**src/core/dsm_pkg.sv**
```systemverilog
/*
 * Shared constants of the dual channel safety input monitor: register map,
 * control field positions, reset values, event bits and timing figures.
 * Assumes a 50 MHz system clock; all cycle counts are derived from that rate.
 */

package dsm_pkg;

	// ****************************************************************
	// Clock and timing figures.
	// ****************************************************************
	localparam int unsigned CLK_HZ = 50_000_000;
	localparam int unsigned CYC_PER_MS = CLK_HZ / 1000;
	// Window for the second channel to follow the first, in ms.
	localparam int unsigned SYNC_MS = 500;
	// Delay from start condition to energized output, in ms.
	localparam int unsigned ACT_MS = 50;
	// Longest allowed time from deactivation to deenergized output, in ms.
	localparam int unsigned RESP_MS = 20;
	// Both inputs must drop inside this window, in ms.
	localparam int unsigned LOCK_MS = 200;
	// Both inputs must stay dropped this long to leave interlock, in ms.
	localparam int unsigned CLEAR_MS = 1000;
	localparam int unsigned SYNC_CYC = SYNC_MS * CYC_PER_MS;
	localparam int unsigned ACT_CYC = ACT_MS * CYC_PER_MS;
	localparam int unsigned RESP_CYC = RESP_MS * CYC_PER_MS;
	localparam int unsigned LOCK_CYC = LOCK_MS * CYC_PER_MS;
	localparam int unsigned CLEAR_CYC = CLEAR_MS * CYC_PER_MS;
	localparam int unsigned TMR_W = 26;

	// ****************************************************************
	// Register map and fields.
	// ****************************************************************
	localparam int unsigned AW = 4;
	localparam int unsigned DW = 8;
	localparam logic [3:0] REG_CTRL = 4'h0;
	localparam logic [3:0] REG_STATUS = 4'h4;
	localparam logic [3:0] REG_IRQ_STAT = 4'h8;
	localparam logic [3:0] REG_IRQ_MASK = 4'hC;
	localparam int unsigned CTRL_ANTIVALENT = 0;
	localparam int unsigned CTRL_SYNC_EN = 1;
	localparam int unsigned CTRL_LOCK_EN = 2;
	localparam int unsigned CTRL_AUTO_START = 3;
	localparam logic [7:0] CTRL_RST = 8'h07;
	localparam logic [7:0] MASK_RST = 8'h00;

	// Event bits of the interrupt status register.
	localparam int unsigned NEV = 5;
	localparam int unsigned EV_ENERGIZE = 0;
	localparam int unsigned EV_DEENERGIZE = 1;
	localparam int unsigned EV_SYNC_ALERT = 2;
	localparam int unsigned EV_LOCK_ALERT = 3;
	localparam int unsigned EV_LOCK_CLEAR = 4;

	// Timer slots.
	localparam int unsigned NTMR = 4;
	localparam int unsigned T_SYNC = 0;
	localparam int unsigned T_LOCK = 1;
	localparam int unsigned T_CLEAR = 2;
	localparam int unsigned T_ACT = 3;

	typedef enum logic [1:0] {
		ST_DEEN,
		ST_DELAY,
		ST_ENERG
	} dsm_state_t;

endpackage

```
**src/core/dsm_monitor.sv**
```systemverilog
/*
 * Dual channel safety input monitor: decodes two single-channel safety inputs,
 * checks synchronization and signal interlock, and drives the safety output.
 * Assumes all inputs are synchronous to clock and a plain register port master.
 */
// The register offsets and the address-and-strobe port were left to the implementer.

`timescale 1ns/1ps

module dsm_monitor
	import dsm_pkg::*;
#(
	// Window lengths in cycles; each application function may pick its own set.
	parameter int unsigned SYNC_CYC_P = dsm_pkg::SYNC_CYC,
	parameter int unsigned ACT_CYC_P = dsm_pkg::ACT_CYC,
	parameter int unsigned RESP_CYC_P = dsm_pkg::RESP_CYC,
	parameter int unsigned LOCK_CYC_P = dsm_pkg::LOCK_CYC,
	parameter int unsigned CLEAR_CYC_P = dsm_pkg::CLEAR_CYC
) (
	input wire logic clock,
	input wire logic rst,
	input wire logic normally_open_channel,
	input wire logic normally_closed_channel,
	input wire logic start_in,
	input wire logic [dsm_pkg::AW-1:0] reg_addr,
	input wire logic [dsm_pkg::DW-1:0] reg_wdata,
	input wire logic reg_wr,
	input wire logic reg_rd,
	output logic [dsm_pkg::DW-1:0] reg_rdata,
	output logic safety_out,
	output logic irq
);
	import dsm_pkg::*;

	// ****************************************************************
	// State.
	// ****************************************************************
	typedef struct packed {
		dsm_state_t state;
		logic [DW-1:0] ctrl;
		logic [DW-1:0] rdata;
		logic out;
		logic sync_fail;
		logic lock;
		logic from_both;
		logic dropped;
	} dsm_mon_t;

	dsm_mon_t st_ff;
	dsm_mon_t nxt_st;

	logic antiv;
	logic sync_en;
	logic lock_en;
	logic a_act;
	logic b_act;
	logic both_act;
	logic none_act;
	logic mismatch;
	logic start_ok;
	logic go;
	logic [NTMR-1:0] t_run;
	logic [NTMR-1:0] t_done;
	logic [NEV-1:0] ev;
	logic [NEV-1:0] irq_stat;
	logic [NEV-1:0] irq_mask;
	logic wr_ctrl;

	localparam int unsigned TLIM [NTMR] = '{SYNC_CYC_P, LOCK_CYC_P, CLEAR_CYC_P, ACT_CYC_P};

	// ****************************************************************
	// Input decoding.
	// ****************************************************************
	// Returns the activated level of a channel; a closed contact is active high.
	function automatic logic chan_active(input logic level, input logic open_contact);
		chan_active = open_contact ? !level : level;
	endfunction

	assign antiv = st_ff.ctrl[CTRL_ANTIVALENT];
	assign sync_en = st_ff.ctrl[CTRL_SYNC_EN];
	assign lock_en = st_ff.ctrl[CTRL_LOCK_EN];
	// In antivalent mode the first channel is an open contact, else both are closed ones.
	assign a_act = chan_active(normally_open_channel, antiv);
	assign b_act = chan_active(normally_closed_channel, 1'b0);
	assign both_act = a_act && b_act;
	assign none_act = !a_act && !b_act;
	assign mismatch = a_act ^ b_act;
	assign start_ok = st_ff.ctrl[CTRL_AUTO_START] || start_in;
	// Every condition of the energize transition must hold together.
	assign go = start_ok && both_act && !st_ff.lock && !(sync_en && st_ff.sync_fail);

	// ****************************************************************
	// Timers.
	// ****************************************************************
	// Sync runs while channels differ; lock runs while one dropped from both active.
	assign t_run[T_SYNC] = mismatch;
	assign t_run[T_LOCK] = lock_en && st_ff.dropped && mismatch && !st_ff.lock;
	assign t_run[T_CLEAR] = st_ff.lock && none_act;
	assign t_run[T_ACT] = (st_ff.state == ST_DELAY) && go;

	genvar gi;
	generate
		for (gi = 0; gi < NTMR; gi++) begin : g_tmr
			dsm_timer #(
				.W(TMR_W),
				.LIMIT(TLIM[gi])
			) u_tmr (
				.clock(clock),
				.rst(rst),
				.run(t_run[gi]),
				.done(t_done[gi])
			);
		end
	endgenerate

	// ****************************************************************
	// Control and register logic.
	// ****************************************************************
	assign wr_ctrl = reg_wr && (reg_addr == REG_CTRL);

	// One process holds the operating state machine, alerts, the control register and all register reads.
	always_comb begin
		nxt_st = st_ff;
		ev = '0;
		if (wr_ctrl) begin
			nxt_st.ctrl = reg_wdata;
		end
		// A mismatch outliving the sync window is an alert with sync_en or antivalent set, and blocks energizing only with sync_en set.
		if (t_done[T_SYNC] && (sync_en || antiv) && !st_ff.sync_fail) begin
			nxt_st.sync_fail = 1'b1;
			ev[EV_SYNC_ALERT] = 1'b1;
		end else if (none_act) begin
			nxt_st.sync_fail = 1'b0;
		end
		// Track a drop that started from both inputs active.
		if (both_act && !st_ff.dropped) begin
			nxt_st.from_both = 1'b1;
		end
		if (st_ff.from_both && mismatch) begin
			nxt_st.dropped = 1'b1;
		end
		if (none_act) begin
			nxt_st.from_both = 1'b0;
			nxt_st.dropped = 1'b0;
		end
		// Interlock: window expired, or the dropped input came back first.
		if (lock_en && !st_ff.lock && st_ff.dropped && (t_done[T_LOCK] || both_act)) begin
			nxt_st.lock = 1'b1;
			nxt_st.from_both = 1'b0;
			nxt_st.dropped = 1'b0;
			ev[EV_LOCK_ALERT] = 1'b1;
		end else if (t_done[T_CLEAR]) begin
			nxt_st.lock = 1'b0;
			ev[EV_LOCK_CLEAR] = 1'b1;
		end
		case (st_ff.state)
			ST_DEEN: begin
				nxt_st.out = 1'b0;
				if (go) begin
					nxt_st.state = ST_DELAY;
				end
			end
			ST_DELAY: begin
				if (!go) begin
					nxt_st.state = ST_DEEN;
				end else if (t_done[T_ACT]) begin
					nxt_st.state = ST_ENERG;
					nxt_st.out = 1'b1;
					ev[EV_ENERGIZE] = 1'b1;
				end
			end
			ST_ENERG: begin
				// Dropping in one cycle keeps well inside any response time.
				if (!both_act) begin
					nxt_st.state = ST_DEEN;
					nxt_st.out = 1'b0;
					ev[EV_DEENERGIZE] = 1'b1;
				end
			end
			default: begin
				nxt_st.state = ST_DEEN;
				nxt_st.out = 1'b0;
			end
		endcase
		// Read data stand only in the cycle after the strobe; unmapped reads zero.
		nxt_st.rdata = '0;
		if (reg_rd) begin
			case (reg_addr)
				REG_CTRL: nxt_st.rdata = st_ff.ctrl;
				REG_STATUS: nxt_st.rdata = {st_ff.lock, st_ff.sync_fail, b_act, a_act,
					st_ff.out, 1'b0, st_ff.state};
				REG_IRQ_STAT: nxt_st.rdata = DW'(irq_stat);
				REG_IRQ_MASK: nxt_st.rdata = DW'(irq_mask);
				default: nxt_st.rdata = '0;
			endcase
		end
	end

	always_ff @(posedge clock or posedge rst) begin
		if (rst) begin
			st_ff <= '{state: ST_DEEN, ctrl: CTRL_RST, default: '0};
		end else begin
			st_ff <= nxt_st;
		end
	end

	// ****************************************************************
	// Interrupts and outputs.
	// ****************************************************************
	dsm_irq #(
		.N(NEV)
	) u_irq (
		.clock(clock),
		.rst(rst),
		.set(ev),
		.clr_wr(reg_wr && (reg_addr == REG_IRQ_STAT)),
		.clr_data(reg_wdata[NEV-1:0]),
		.mask_wr(reg_wr && (reg_addr == REG_IRQ_MASK)),
		.mask_data(reg_wdata[NEV-1:0]),
		.status(irq_stat),
		.mask(irq_mask),
		.irq(irq)
	);

	assign safety_out = st_ff.out;
	assign reg_rdata = st_ff.rdata;
endmodule

```
**src/core/dsm_timer.sv**
```systemverilog
/*
 * Elapsed-time counter: counts while run is high, clears when it drops.
 * Assumes run is a synchronous level; done is high while run has lasted LIMIT cycles.
 */
`timescale 1ns/1ps

module dsm_timer #(
	parameter int unsigned W = 26,
	parameter int unsigned LIMIT = 1
) (
	input wire logic clock,
	input wire logic rst,
	input wire logic run,
	output logic done
);
	import dsm_pkg::*;

	typedef struct packed {
		logic [W-1:0] cnt;
	} dsm_tmr_t;

	localparam logic [W-1:0] LIM_W = W'(LIMIT);

	dsm_tmr_t st_ff;
	dsm_tmr_t nxt_st;

	// The counter saturates at the limit so done holds as long as run does.
	always_comb begin
		nxt_st = st_ff;
		if (!run) begin
			nxt_st.cnt = '0;
		end else if (st_ff.cnt != LIM_W) begin
			nxt_st.cnt = st_ff.cnt + W'(1);
		end
	end

	always_ff @(posedge clock or posedge rst) begin
		if (rst) begin
			st_ff <= '0;
		end else begin
			st_ff <= nxt_st;
		end
	end

	assign done = run && (st_ff.cnt == LIM_W);

endmodule

```
**src/core/dsm_irq.sv**
```systemverilog
/*
 * Sticky event status with write-one-to-clear, a mask, and one level interrupt.
 * Assumes set pulses are synchronous; a set in the cycle of a clear wins.
 */
`timescale 1ns/1ps

module dsm_irq #(
	parameter int unsigned N = 5
) (
	input wire logic clock,
	input wire logic rst,
	input wire logic [N-1:0] set,
	input wire logic clr_wr,
	input wire logic [N-1:0] clr_data,
	input wire logic mask_wr,
	input wire logic [N-1:0] mask_data,
	output logic [N-1:0] status,
	output logic [N-1:0] mask,
	output logic irq
);
	import dsm_pkg::*;

	typedef struct packed {
		logic [N-1:0] stat;
		logic [N-1:0] mask;
		logic irq;
	} dsm_irq_t;

	dsm_irq_t st_ff;
	dsm_irq_t nxt_st;

	// Set is applied after clear so an event is never lost to a clear.
	always_comb begin
		nxt_st = st_ff;
		if (clr_wr) begin
			nxt_st.stat = st_ff.stat & ~clr_data;
		end
		nxt_st.stat = nxt_st.stat | set;
		if (mask_wr) begin
			nxt_st.mask = mask_data;
		end
		nxt_st.irq = |(nxt_st.stat & nxt_st.mask);
	end

	always_ff @(posedge clock or posedge rst) begin
		if (rst) begin
			st_ff <= '{stat: '0, mask: N'(MASK_RST), irq: 1'b0};
		end else begin
			st_ff <= nxt_st;
		end
	end

	assign status = st_ff.stat;
	assign mask = st_ff.mask;
	assign irq = st_ff.irq;

endmodule

```
**config.mk**
```make
export PLATFORM = sky130hd
export DESIGN_NAME = dsm_monitor
export DESIGN_NICKNAME = d
export VERILOG_FILES = /design/src/core/dsm_pkg.sv /design/src/core/dsm_monitor.sv /design/src/core/dsm_timer.sv /design/src/core/dsm_irq.sv
export SDC_FILE = /design/constraint.sdc
export NUM_CORES = 1
export LEC_CHECK = 0
export ABC_AREA = 1
export CAP_MARGIN = 15
export CORE_AREA = 3 3 145 119
export DETAILED_ROUTE_END_ITERATION = 10
export DIE_AREA = 0 0 148 122
export DONT_BUFFER_PORTS = 1
export PLACE_DENSITY = 0.75
export SYNTH_ARGS = -nofsm -noshare
export SYNTH_HDL_FRONTEND = slang
export SYNTH_SLANG_ARGS = --single-unit
```
**constraint.sdc**
```tcl
create_clock -name clock -period 4.9 [get_ports clock]
set_input_delay 0.98 -clock clock [delete_from_list [all_inputs] [get_ports clock]]
set_output_delay 0.98 -clock clock [all_outputs]
set_load 0.01 [all_outputs]
```
After elaboration in Yosys (flattened, before gate mapping)
Cells that the tools add are included.

storage, ports and cells
  output and inout port bits = 10
  logic and storage cells = 129
  flip-flop bits (word level) = 138

cells by class
  bitwise operators = 5
  muxes and demuxes = 39
  eq/ne operators = 22
  reductions and logical operators = 44
  add/subtract/negate cells = 4

operator list
  cell                                                                        number
  26-bit 2-to-1 mux                                                           8
  26-bit by 1-bit adder with 26-bit output (second input constant)            4
  8-bit one-hot mux with 4 select lines                                       1
  26-bit by 22-bit equality test with 1-bit output (second input constant)    1
  26-bit by 24-bit equality test with 1-bit output (second input constant)    1
  26-bit by 25-bit equality test with 1-bit output (second input constant)    1
  26-bit equality test (second input constant)                                1
  26-bit by 22-bit inequality test with 1-bit output (second input constant)  1
  26-bit by 24-bit inequality test with 1-bit output (second input constant)  1
  26-bit by 25-bit inequality test with 1-bit output (second input constant)  1
  26-bit inequality test (second input constant)                              1
  1-bit logical AND                                                           25
  1-bit 2-to-1 mux                                                            19
  2-bit inequality test (second input constant)                               7
  2-bit 2-to-1 mux                                                            6
  5-bit AND                                                                   2
  5-bit 2-to-1 mux                                                            2
  4-bit equality test (second input constant)                                 2
  8-bit 2-to-1 mux                                                            1
  1-bit logical NOT                                                           7
  2-bit one-hot mux with 3 select lines                                       1
  3-bit AND reduction                                                         2
  3-bit nonzero test                                                          2
  5-bit inverter                                                              1
  other kinds (13)                                                            16

Depth between registers and ports, before layout
Gate-level depths: netlist of run 1.

  word-level depth = 14
  depth in mapped cells = 11
  gate-level depth less buffers = 11

By module
From an unflattened synthesis of run 1, not the netlist that was laid out.

unflattened totals
  cells, all modules = 1288
  area, all modules = 8543.2 um^2

modules (own cells, without submodules)
  module                      seq. area each (um^2)  times used  cells an instance  area each (um^2)
  dsm_timer (g_tmr[0].u_tmr)  650.6                  1           265                1700.4
  dsm_timer (g_tmr[2].u_tmr)  650.6                  1           262                1700.4
  dsm_timer (g_tmr[3].u_tmr)  650.6                  1           258                1682.9
  dsm_timer (g_tmr[1].u_tmr)  650.6                  1           265                1671.6
  dsm_monitor                 579.3                  1           179                1322.5
  dsm_irq                     275.3                  1           59                 465.4

Worst setup path after synthesis of run 1
No wires, ideal clock.

  path type = input to register
  from = input port normally_open_channel
  to = register g_tmr[1].u_tmr.st_ff[4] (netlist name)
  arrival time = 2.242 ns
  stages = 8
  path slack = 2.580 ns
  library setup time = 0.077 ns
  path buffers = 1
  path through = xor2_1 inv_1 ha_1 inv_1 nor2_1 buf_2 o21ai_0 a21oi_1

between the ends
  longest elaborated chain between the ends = 6
  elaborated cells on any way between the ends = 7
  classes of those cells = eq/ne (1); mux (2); bitwise (1); reduce/logical (3)

ends and longest elaborated chain
  element                                                                      line               text
  from (decl)                                                                  dsm_monitor.sv:22  input wire logic normally_open_channel,
  1-bit logical NOT                                                            dsm_monitor.sv:76  chan_active = open_contact ? !level : level;
  1-bit 2-to-1 mux *                                                           dsm_monitor.sv:76
  1-bit bitwise XOR *                                                          dsm_monitor.sv:87  assign mismatch = a_act ^ b_act;
  1-bit logical AND * (2 in a row)                                             dsm_monitor.sv:97  assign t_run[T_LOCK] = lock_en && st_ff.dropped && mismatch && !st_ff.lock;
  2-bit inequality test (no source line) or 26-bit 2-to-1 mux (tied branches)  -
  to (signal assigned)                                                         dsm_timer.sv:41    st_ff <= nxt_st;
  to (decl)                                                                    dsm_timer.sv:24    dsm_tmr_t st_ff;

Every way passes the cells marked *; elsewhere a longest branch is shown, timed or not.
A chain may end at the register's enable or synchronous reset.

==> results of run 1 <==
power by group through the flow:
stage / clock, mW / sequential (mW) / combinational [mW]
after floorplan: 0 / 1.23 / 0.146
after global placement: 0 / 1.24 / 0.176
after detailed placement: 0 / 1.24 / 0.184
after CTS: 1.49 / 1.23 / 0.185
after global routing: 1.54 / 1.23 / 0.210
final: 1.47 / 1.23 / 0.183
final cells by class:
| type | instances | area share (%) |
|---|---|---|
| tap | 215 | 3.21 |
| sequential | 138 | 41.2 |
| clock inverter | 14 | 2.88 |
| clock buffer | 18 | 5.11 |
| multi-input combinational | 668 | 41.6 |
| timing repair buffer | 2 | 0.179 |
| inverter | 129 | 5.83 |
layout by cell type (no fill, tap or decap), drive strengths merged:
master    synthesis  layout
o31ai             1       1
xor2             16      16
nor3             47      47
o21a              3       3
o21ai            66      66
bufinv            0       6
nand2           196     196
nor2            150     150
ha               10      10
clkinvlp          0       1
nand3b            3       3
nor4              3       3
a211oi            4       4
nor3b             2       2
clkinv            2       6
o2bb2ai           1       1
clkbuf            3      18
inv             127     130
buf              13       2
a41oi             1       1
a31oi             8       8
xnor2             5       5
a221oi            3       3
dfrtp           135     135
nand3            45      45
a21oi            73      73
and3              1       1
or2               1       1
dfstp             3       3
mux2              3       3
nand4            26      26
routing by layer:
layer,GRT usage (%),routed length (um),vias up,share of wire [%]
met3,5.13,1140,19,6.6
met1,29.4,8430,2977,49
li1,-,-,3109,-
met2,30.5,7560,193,44
met4,6.58,231,0,1.3
met5,0,0,-,0
final timing paths:
kind | startpoint | to | slack, ps | cells past startpoint
min | g_tmr[1].u_tmr.st_ff[10] | g_tmr[1].u_tmr.st_ff[10] | 490 | 1
max in group asynchronous | rst | lock_en | 3220 | 2
max reg2reg | antiv | u_irq.irq | 2140 | 10
min in group asynchronous | rst | g_tmr[2].u_tmr.st_ff[15] | 590 | 1
min reg2reg | g_tmr[1].u_tmr.st_ff[10] | g_tmr[1].u_tmr.st_ff[10] | 490 | 1
max | antiv | u_irq.irq | 2140 | 10
per-stage QoR:
| step | area [sq um] | utilization [%] | cells | setup WS [ps] |
|---|---|---|---|---|
| after floorplan | 7530 | - | 951 | 229 |
| after CTS | 8390 | 53.1 | 1184 | 2160 |
| after detailed placement | 7720 | 48.9 | 1152 | 1760 |
| final | 8390 | 53.1 | 1184 | 2140 |
| after global placement | 7720 | 48.9 | 1152 | 1830 |
| after global routing | 8390 | 53.1 | 1184 | 1900 |
logic make-up (layout without fill, tap and decap cells):
kind of cell,count (synthesis),in the layout
DFF,138,138
xor gates and xnor gates,21,21
AOI/OAI and AO/OA,160,160
and+or+nand+nor,474,474
adders and majority gates,10,10
muxes,3,3
buffers and inverters,145,163
critical path, cell delays in order, from the launching register on:
cell     delay [ps]
dfstp_2         570
xor2_1          200
inv_1            90
ha_1            440
inv_1           530
nor2_1          100
buf_4           230
nand3_1         170
nand3_1         110
nand2_1          70
nand4_1          90
registers in the layout, summed over array words and instances (netlist names):
| signal | flops |
|---|---|
| antiv | 1 |
| g_tmr.u_tmr.st_ff | 104 |
| lock_en | 1 |
| reg_rdata | 8 |
| safety_out | 1 |
| st_ff | 12 |
| u_irq.irq | 1 |
| u_irq.mask | 5 |
| u_irq.status | 5 |
==> key figures, run 1 <==
Synthesis
  • Syn nets: 980
  • Synth top area share: 44.9%
  • Count leader, synth: nand2_1
  • Simple-gate area share of the yosys netlist: slightly above 30%
  • Mapped Avg Cell Area: slightly below 8 sq um
  • Synth Register Bits: 138
  • Synth area leaders: dfrtp_1, nand2_1, nor2_1, inv_1, a21oi_1
  • Synth Area in Adders: 1.66%
  • Mux share of post-synthesis cell area: less than 1%
  • Post-synth top area cell: dfrtp_1
  • Yosys cell types: 47
  • Synth Area in XOR/XNOR: 2.44%
  • Mapped cell area: ~7500 sq um
  • Synth warn: 0
  • Synth Area in Compound Gates: 11.3%
  • Synth async-reset ratio: 100%
  • Most common library cells after synthesis: nand2_1, dfrtp_1, nor2_1
  • Post-synthesis cell count: 951
  • Top FF cell, synth: dfrtp_1
  • Sequential area share after synthesis: 45.9%
  • Largest family of logic cells by synthesized area: simple AND/OR/NAND/NOR gates
  • EDFF count, synth: 0

Pwr
  • Sw Pwr: between 600 and 700 uW
  • Sw Ratio: 23.5%
  • Internal power: 2.20 mW
  • VDD IR max: 0.000254 V
  • Leak: between 3 and 4 nW
  • Comb pwr share: 6.4%
  • Pwr dens: ~340 nW/um^2
  • Clock Power Share: 51.0%
  • Total Power: about 2.9 mW
  • Sequential power share: between 40% and 50%

Layout
  • Filler instances: ~1500
  • Layout cells sized above 1: 10.4%
  • Area of the multi-input gates: 3490 sq um
  • Reg area: 3460 sq um
  • Area grow syn2layout: 11.5%
  • Final layout net count: 985
  • Diodes inserted: 0

Drt
  • Initial DRC count: 523
  • Via count: 6298
  • Routed Antenna Nets: 0
  • DR DRC count: 0
  • Final WL: 17.4 mm
  • Drt via density: 5.32
  • Wirelength per Cell: ~15 um
  • DRT Pass-1 Iters: 6

Clock tree
  • Worst-Skew Late Latency: 420 ps
  • Clk pin slew, worst setup/hold paths: 60 ps
  • Total CTS buffers: 17
  • Post-CTS Setup Inserts: 0
  • CTS H-tree depth: 4
  • Post-CTS sizing: 0
  • CTS sink count: 138
  • Hold_buf cts: 0
  • CTS Buffer Depth: 2
  • TritonCTS clock tree: yes
  • Root Driver: clkbuf_16

Global routing
  • Largest net degree at the start of global routing: about 110
  • Antenna violations before repair: 0
  • Total track usage: 20.4%
  • Vias in the first global route: 5900
  • Global-route wire length before repair: 29.4 mm
  • Total grt overflow: 0

Floorplanning
  • Core area: 15800 sq um
  • Die area: 18100 sq um
  • FP Rows: just over 40
  • Die W: 148 um
  • Initial core utilization: 47.6%
  • Die Y: 122 um
  • Ports: 29

Hold path
  • Worst hold path type: reg -> reg

Timing
  • Final Hold Viols: 0
  • Tmin final: 2760 ps
  • Setup Skew: about 12 ps
  • Slew Limit Fails: 0
  • Fmax: 0.363 GHz
  • Slew HR: 34.8%
  • Worst slew pin tran: 978 ps
  • Post-route clock period utilization: 56.3%
  • Unrepaired setup endpoints after global routing: no
  • Final setup viols: 0
  • Hold WS: 485 ps
  • Total negative slack: 0 ps

Status
  • Status: completed

Flow run
  • Max_cap viols: 0

Worst setup path
  • Crit path arrival time: 3050 ps
  • Crit start category: register
  • Critical path peak fanout: 20
  • Data required time of the worst path: 5200 ps
  • Worst Setup End Kind: register
  • WS Path Type: reg -> reg

Placement
  • Placer Congestion: roughly 0.94
  • DP Wirelength: ~12 mm
  • Quantity of I/O buffers inserted on ports: 0
(Power assumes the default switching activity.)
==> run 2: changes to the inputs <==
clock period = 2.53 ns   (was 4.9 ns; I/O delays follow)
==> run 2 against run 1 <==
Against the previous run:
- flip-flop and latch count stayed put
- clock skew shrank 5.0 ps
- total power grew 90%
- non-clock buffer count rose by 6
- utilization up 0.29 points
- design area increased by 0.54%
- hold slack worse by 480 ps
- via count decreased by 1.5%
- first-iteration DRC count up 1.1%
- setup slack got worse by 1700 ps
==> key figures, run 2 (synthesized netlist as in run 1, its figures left out) <==
Hold path
  • Worst hold path type: in -> async (was reg -> reg)

Worst setup path
  • Worst Setup End Kind: register (unchanged)
  • Reg2reg path depth: 10 (unchanged)
  • Critical path peak fanout: 18 (was 20)
  • Crit path to: u_irq.irq (unchanged)
  • Crit path arrival time: 2400 ps (was 3050 ps)
  • WS Path Type: reg -> reg (unchanged)
  • Slowest cell on crit path: dfstp_2 (unchanged)
  • R2r setup slk: 490 ps (was 2140 ps)
  • Data required time of the worst path: 2890 ps (was 5200 ps)
  • Reg-to-reg startpoint: antiv (unchanged)
  • FF-to-FF End: u_irq.irq (unchanged)
  • Critical path cell sequence: xor2_1, inv_1, ha_1, inv_1, nor2_1, buf_4, nand3_1, nand3_1, nand2_1, nand4_1 (unchanged)
  • Critical path launch point: antiv (unchanged)
  • Crit start category: register (unchanged)
  • Crit path largest cell delay: 560 ps (was 570 ps)

Timing
  • Slew HR: 61.9% (was 34.8%)
  • Final Hold Viols: 0 (unchanged)
  • Final setup viols: 0 (unchanged)
  • Total negative slack: 0 ps (unchanged)
  • Final worst slack: 485 ps (was 2140 ps)
  • Tmin final: 2040 ps (was 2760 ps)
  • Unrepaired setup endpoints after global routing: no (unchanged)
  • Worst slew pin tran: 571 ps (was 978 ps)
  • Setup Skew: 6.79 ps (was 11.8 ps)
  • Post-route clock period utilization: 80.8% (was 56.3%)
  • Slew Limit Fails: 0 (unchanged)
  • Fmax: 0.489 GHz (was 0.363 GHz)

Layout
  • Number of flip-flops in the largest register: 104 (unchanged)
  • Reg area: 3460 sq um (unchanged)
  • Diodes inserted: 0 (unchanged)
  • Layout Cells excl Fill: 1190 (was 1184)
  • Area of the multi-input gates: 3490 sq um (unchanged)
  • Layout cells sized above 1: 11.1% (was 10.4%)
  • Most common cell after layout, fill and taps aside: nand2_1 (unchanged)
  • Area grow syn2layout: 12.1% (was 11.5%)
  • Largest Register: g_tmr.u_tmr.st_ff (unchanged)
  • Commonest cells after routing, fill and taps aside: nand2_1, dfrtp_1, nor2_1 (unchanged)
  • Final layout net count: 991 (was 985)
  • Fin util: 53.4% (was 53.1%)
  • Filler instances: 1492 (was 1468)

Global routing
  • Antenna violations before repair: 0 (unchanged)
  • Total grt overflow: 0 (unchanged)
  • Total track usage: 20.4% (about the same)
  • Largest net degree at the start of global routing: 68 (was 108)
  • Vias in the first global route: 5875 (was 5900)
  • Global-route wire length before repair: 29.6 mm (was 29.4 mm)

Pwr
  • Leak: 3.68 nW (was 3.65 nW)
  • Pwr dens: 648 nW/um^2 (was 343 nW/um^2)
  • VDD IR max: 0.000444 V (was 0.000254 V)

Clock tree
  • Post-CTS sizing: 0 (unchanged)
  • Hold_buf cts: 0 (unchanged)
  • Post-CTS Setup Inserts: 0 (unchanged)
  • Total CTS buffers: 17 (unchanged)
  • Clk pin slew, worst setup/hold paths: 60 ps (about the same)
  • Root Driver: clkbuf_16 (unchanged)
  • Worst-Skew Late Latency: 420 ps (about the same)
  • TritonCTS clock tree: yes (unchanged)
  • CTS H-tree depth: 4 (unchanged)
  • CTS sink count: 138 (unchanged)
  • CTS Buffer Depth: 2 (unchanged)

Floorplanning
  • Die area: 18100 sq um (unchanged)
  • Die Y: 122 um (unchanged)
  • Ports: 29 (unchanged)
  • Initial core utilization: 47.6% (unchanged)
  • Core area: 15800 sq um (unchanged)
  • FP Rows: 41 (unchanged)
  • Die W: 148 um (unchanged)

Drt
  • Routed Antenna Nets: 0 (unchanged)
  • DRT Pass-1 Iters: 5 (was 6)
  • Final WL: 17.1 mm (was 17.4 mm)
  • Drt via density: 5.22 (was 5.32)
  • Wirelength per Cell: 14.3 um (was 14.7 um)
  • Via count: 6206 (was 6298)
  • DR DRC count: 0 (unchanged)
  • Initial DRC count: 529 (was 523)

Placement
  • Quantity of I/O buffers inserted on ports: 0 (unchanged)
  • # placed instances: 1158 (was 1152)
  • DP Wirelength: 12.5 mm (was 12.4 mm)
  • Placer Congestion: 0.910 (was 0.943)
  • Dpl ws: 509 ps (was 1760 ps)

Status
  • Status: completed (unchanged)

Flow run
  • Max_cap viols: 0 (unchanged)
==> run 2: changes by cell type in the layout (fill, tap and decap cells not counted), sizes merged <==
cell    delta
clkinv     +3
inv        -4
buf        +6
clkbuf     +3
bufinv     -2
==> run 2: metal layers <==
| metal | share of wire, % | GRT usage [%] |
|---|---|---|
| met4 | 0.95 | 4.79 |
| met5 | 0 | 0 |
| met1 | 51 | 30.7 |
| met3 | 6.0 | 5.28 |
| met2 | 42 | 29.5 |
==> run 2: stage by stage <==
| stage | hold slack [ps] | area (sq um) | total power [mW] |
|---|---|---|---|
| after floorplan | 431 | 7530 | 2.67 |
| after global placement | 448 | 7790 | 2.78 |
| after detailed placement | 451 | 7790 | 2.79 |
| after CTS | 20.4 | 8440 | 5.50 |
| after global routing | 35.8 | 8440 | 5.69 |
| final | 9.23 | 8440 | 5.46 |
==> run 2: critical path: cells and delay by family, from the launching register on <==
kind	cells	cell delay [ps]
flops	1	560
fa+ha+maj	1	290
xor+xnor	1	190
simple gates	5	560
buf+inv	3	370
==> run 2: area by class of cell <==
cell class / count / area share [%]
clock inverters: 11 / 1.97
flip-flops and latches: 138 / 41.0
repair buffers: 8 / 1.01
inverters: 129 / 5.78
well taps: 215 / 3.19
multi-input cells: 668 / 41.4
clock buffers: 21 / 5.69
==> run 2: worst min path at each step <==
stage                                           to  slack [ps]  depth (start not counted)
final                     g_tmr[3].u_tmr.st_ff[20]           9                          1
after global routing      g_tmr[3].u_tmr.st_ff[22]          40                          1
after CTS                 g_tmr[3].u_tmr.st_ff[15]          20                          1
after detailed placement                 st_ff[21]         450                          1
after global placement                   st_ff[21]         450                          1
after floorplan                          st_ff[21]         430                          1
==> run 2: power breakdown <==
group          leakage (nW)  internal [mW]  switching (mW)  total (mW)
Sequential             1.89           2.30          0.0785        2.38
Combinational          1.47          0.126           0.253       0.380
Clock                 0.323           1.75           0.952        2.70
==> run 3: changes to the inputs <==
PLACE_DENSITY = 0.73   (was 0.75)
clock period = 2.11 ns   (was 2.53 ns; I/O delays follow)
==> run 3 against run 2 <==
Against the previous run:
- sequential share of layout area shrank 0.12 points
- routed wire length grew 2.2%
- setup slack lost 350 ps
- largest cell class unchanged
==> key figures, run 3 (synthesized netlist as in run 1, its figures left out) <==
Layout
  • Area of the multi-input gates: 3510 sq um (was 3490 sq um)
  • Reg area: 3460 sq um (unchanged)
  • Filler instances: 1462 (was 1492)
  • Most common cell after layout, fill and taps aside: nand2_1 (unchanged)
  • Commonest cells after routing, fill and taps aside: nand2_1, dfrtp_1, nor2_1 (unchanged)
  • Number of flip-flops in the largest register: 104 (unchanged)
  • Largest Register: g_tmr.u_tmr.st_ff (unchanged)
  • Layout cells sized above 1: 11.3% (was 11.1%)
  • Final layout net count: 993 (was 991)
  • Diodes inserted: 0 (unchanged)
  • Area grow syn2layout: 12.4% (was 12.1%)
  • Fin area: 8460 sq um (was 8440 sq um)

Global routing
  • Antenna violations before repair: 1 (was 0)
  • Total track usage: 20.7% (was 20.4%)
  • Total grt overflow: 0 (unchanged)
  • Vias in the first global route: 5941 (was 5875)
  • Largest net degree at the start of global routing: 69 (was 68)
  • Global-route wire length before repair: 29.9 mm (was 29.6 mm)

Floorplanning
  • Initial core utilization: 47.6% (unchanged)
  • Core area: 15800 sq um (unchanged)
  • Die area: 18100 sq um (unchanged)
  • Die W: 148 um (unchanged)
  • FP Rows: 41 (unchanged)
  • Ports: 29 (unchanged)
  • Die Y: 122 um (unchanged)

Drt
  • Drt via density: 5.19 (was 5.22)
  • Via count: 6182 (was 6206)
  • Final WL: 17.4 mm (was 17.1 mm)
  • Wirelength per Cell: 14.6 um (was 14.3 um)
  • DRT Pass-1 Iters: 5 (unchanged)
  • DR DRC count: 0 (unchanged)
  • Initial DRC count: 537 (was 529)
  • Routed Antenna Nets: 0 (unchanged)

Timing
  • Slew Limit Fails: 0 (unchanged)
  • Final worst slack: 134 ps (was 485 ps)
  • Fmax: 0.506 GHz (was 0.489 GHz)
  • Tmin final: 1980 ps (was 2040 ps)
  • Unrepaired setup endpoints after global routing: yes (was no)
  • Final setup viols: 0 (unchanged)
  • Post-route clock period utilization: 93.7% (was 80.8%)
  • Worst slew pin tran: 459 ps (was 571 ps)
  • Final Hold Viols: 0 (unchanged)
  • Slew HR: 69.1% (was 61.9%)
  • Setup Skew: 12.4 ps (was 6.79 ps)

Worst setup path
  • Crit path max-delay family: flip-flops (unchanged)
  • Instance count on the critical path: 9 (was 10)
  • Critical path cell sequence: xor2_2, inv_1, ha_1, inv_1, nor2_2, buf_12, inv_2, a21oi_1, o21a_1 (was xor2_1, inv_1, ha_1, inv_1, nor2_1, buf_4, nand3_1, nand3_1, nand2_1, nand4_1)
  • Reg2reg path depth: 9 (was 10)
  • Crit start category: register (unchanged)
  • Crit path buf inv count: 4 (was 3)
  • Slowest cell on crit path: dfstp_2 (unchanged)
  • Worst Setup End Kind: register (unchanged)
  • Data required time of the worst path: 2470 ps (was 2890 ps)
  • Crit path arrival time: 2330 ps (was 2400 ps)
  • Crit-path most repeated cell: inv_1
  • Critical path peak fanout: 17 (was 18)
  • WS Path Type: reg -> reg (unchanged)
  • Crit path largest cell delay: 580 ps (was 560 ps)

Pwr
  • Leak: 3.68 nW (about the same)
  • Sw Ratio: 23.7% (was 23.5%)
  • Internal power: 4.87 mW (was 4.18 mW)
  • VDD IR max: 0.000535 V (was 0.000444 V)
  • Sw Pwr: 1.51 mW (was 1.28 mW)
  • Comb pwr share: 7.3% (was 6.9%)
  • Sequential power share: 44.8% (was 43.6%)
  • Pwr dens: 754 nW/um^2 (was 648 nW/um^2)
  • Clock Power Share: 47.9% (was 49.5%)

Clock tree
  • Clk pin slew, worst setup/hold paths: 60 ps (about the same)
  • Root Driver: clkbuf_16 (unchanged)
  • Total CTS buffers: 17 (unchanged)
  • CTS sink count: 138 (unchanged)
  • CTS H-tree depth: 4 (unchanged)
  • CTS Buffer Depth: 2 (unchanged)
  • TritonCTS clock tree: yes (unchanged)
  • Worst-Skew Late Latency: 420 ps (about the same)

Placement
  • Placer Congestion: 0.887 (was 0.910)
  • Area post-placement: 7820 sq um (was 7790 sq um)
  • DP Wirelength: 12.6 mm (was 12.5 mm)
  • Dpl ws: 57.9 ps (was 509 ps)
  • Quantity of I/O buffers inserted on ports: 0 (unchanged)

Status
  • Status: completed (unchanged)

Flow run
  • Max_cap viols: 0 (unchanged)

Hold path
  • Min-Delay Path Depth: 2
  • Worst hold path type: in -> reg (was in -> async)
run 3: cell types whose count changed in the layout (fill, tap and decap cells not counted), sizes merged:
cell         before  now
bufinv            4    2
clkbuf           21   25
buf               8    9
clkinv            9    6
dlygate4sd3       0    1
run 3: final timing paths:
path / start / endpoint / slack, ps
min in group asynchronous: rst / g_tmr[0].u_tmr.st_ff[13] / 480
hold / removal: reg_rd / reg_rdata[2] / 120
setup reg to reg: antiv / g_tmr[1].u_tmr.st_ff[9] / 130
hold reg to reg: st_ff[21] / st_ff[21] / 460
max in group asynchronous: rst / st_ff[14] / 930
setup / recovery: antiv / g_tmr[1].u_tmr.st_ff[9] / 130
run 3: what timing repair did:
action	CTS	global route
endpoints found under the hold margin	14	0
gates resized for setup	0	4
setup endpoints to repair	0	13
setup buffers	0	0
hold buffers	1	0
run 3: routing by layer:
layer / share of wire (%) / up-vias / routed length, um / GRT usage (%)
met5: 0.11 / - / 19 / 0
met4: 1.6 / 2 / 271 / 6.23
met3: 5.4 / 30 / 940 / 5.50
met2: 42 / 137 / 7400 / 30.1
met1: 50 / 2883 / 8800 / 30.4
li1: - / 3130 / - / -
run 3: final cells by class:
type	count	share of cell area (%)
repair buffers	10	1.51
well taps	215	3.18
multi-input cells	668	41.5
flip-flops and latches	138	40.9
clock inverters	6	0.991
clock buffers	25	6.21
inverters	129	5.77
run 3: per-stage QoR:
step | hold slack, ps | total power, mW | std cells | util, % | setup TNS [ps]
final | 120 | 6.38 | 1191 | 53.5 | 0
after global routing | 109 | 6.62 | 1191 | 53.5 | -14.4
after CTS | 105 | 6.41 | 1191 | 53.4 | 0
after detailed placement | 310 | 3.36 | 1159 | 49.5 | 0
after global placement | 309 | 3.34 | 1159 | 49.5 | 0
after floorplan | 431 | 3.21 | 951 | - | -4140
run 3: power by group through the flow:
stage | sequential (mW) | combinational, mW | clock [mW]
CTS | 2.85 | 0.470 | 3.09
global route | 2.87 | 0.542 | 3.21
detailed placement | 2.89 | 0.463 | 0
finish | 2.86 | 0.466 | 3.05
floorplan | 2.87 | 0.340 | 0
global placement | 2.89 | 0.448 | 0
run 3: worst reg2reg max path, cell delays in order (launching register included):
cell,delay (ps)
dfstp_2,580
xor2_2,150
inv_1,70
ha_1,290
inv_1,70
nor2_2,170
buf_12,170
inv_2,110
a21oi_1,170
o21a_1,150
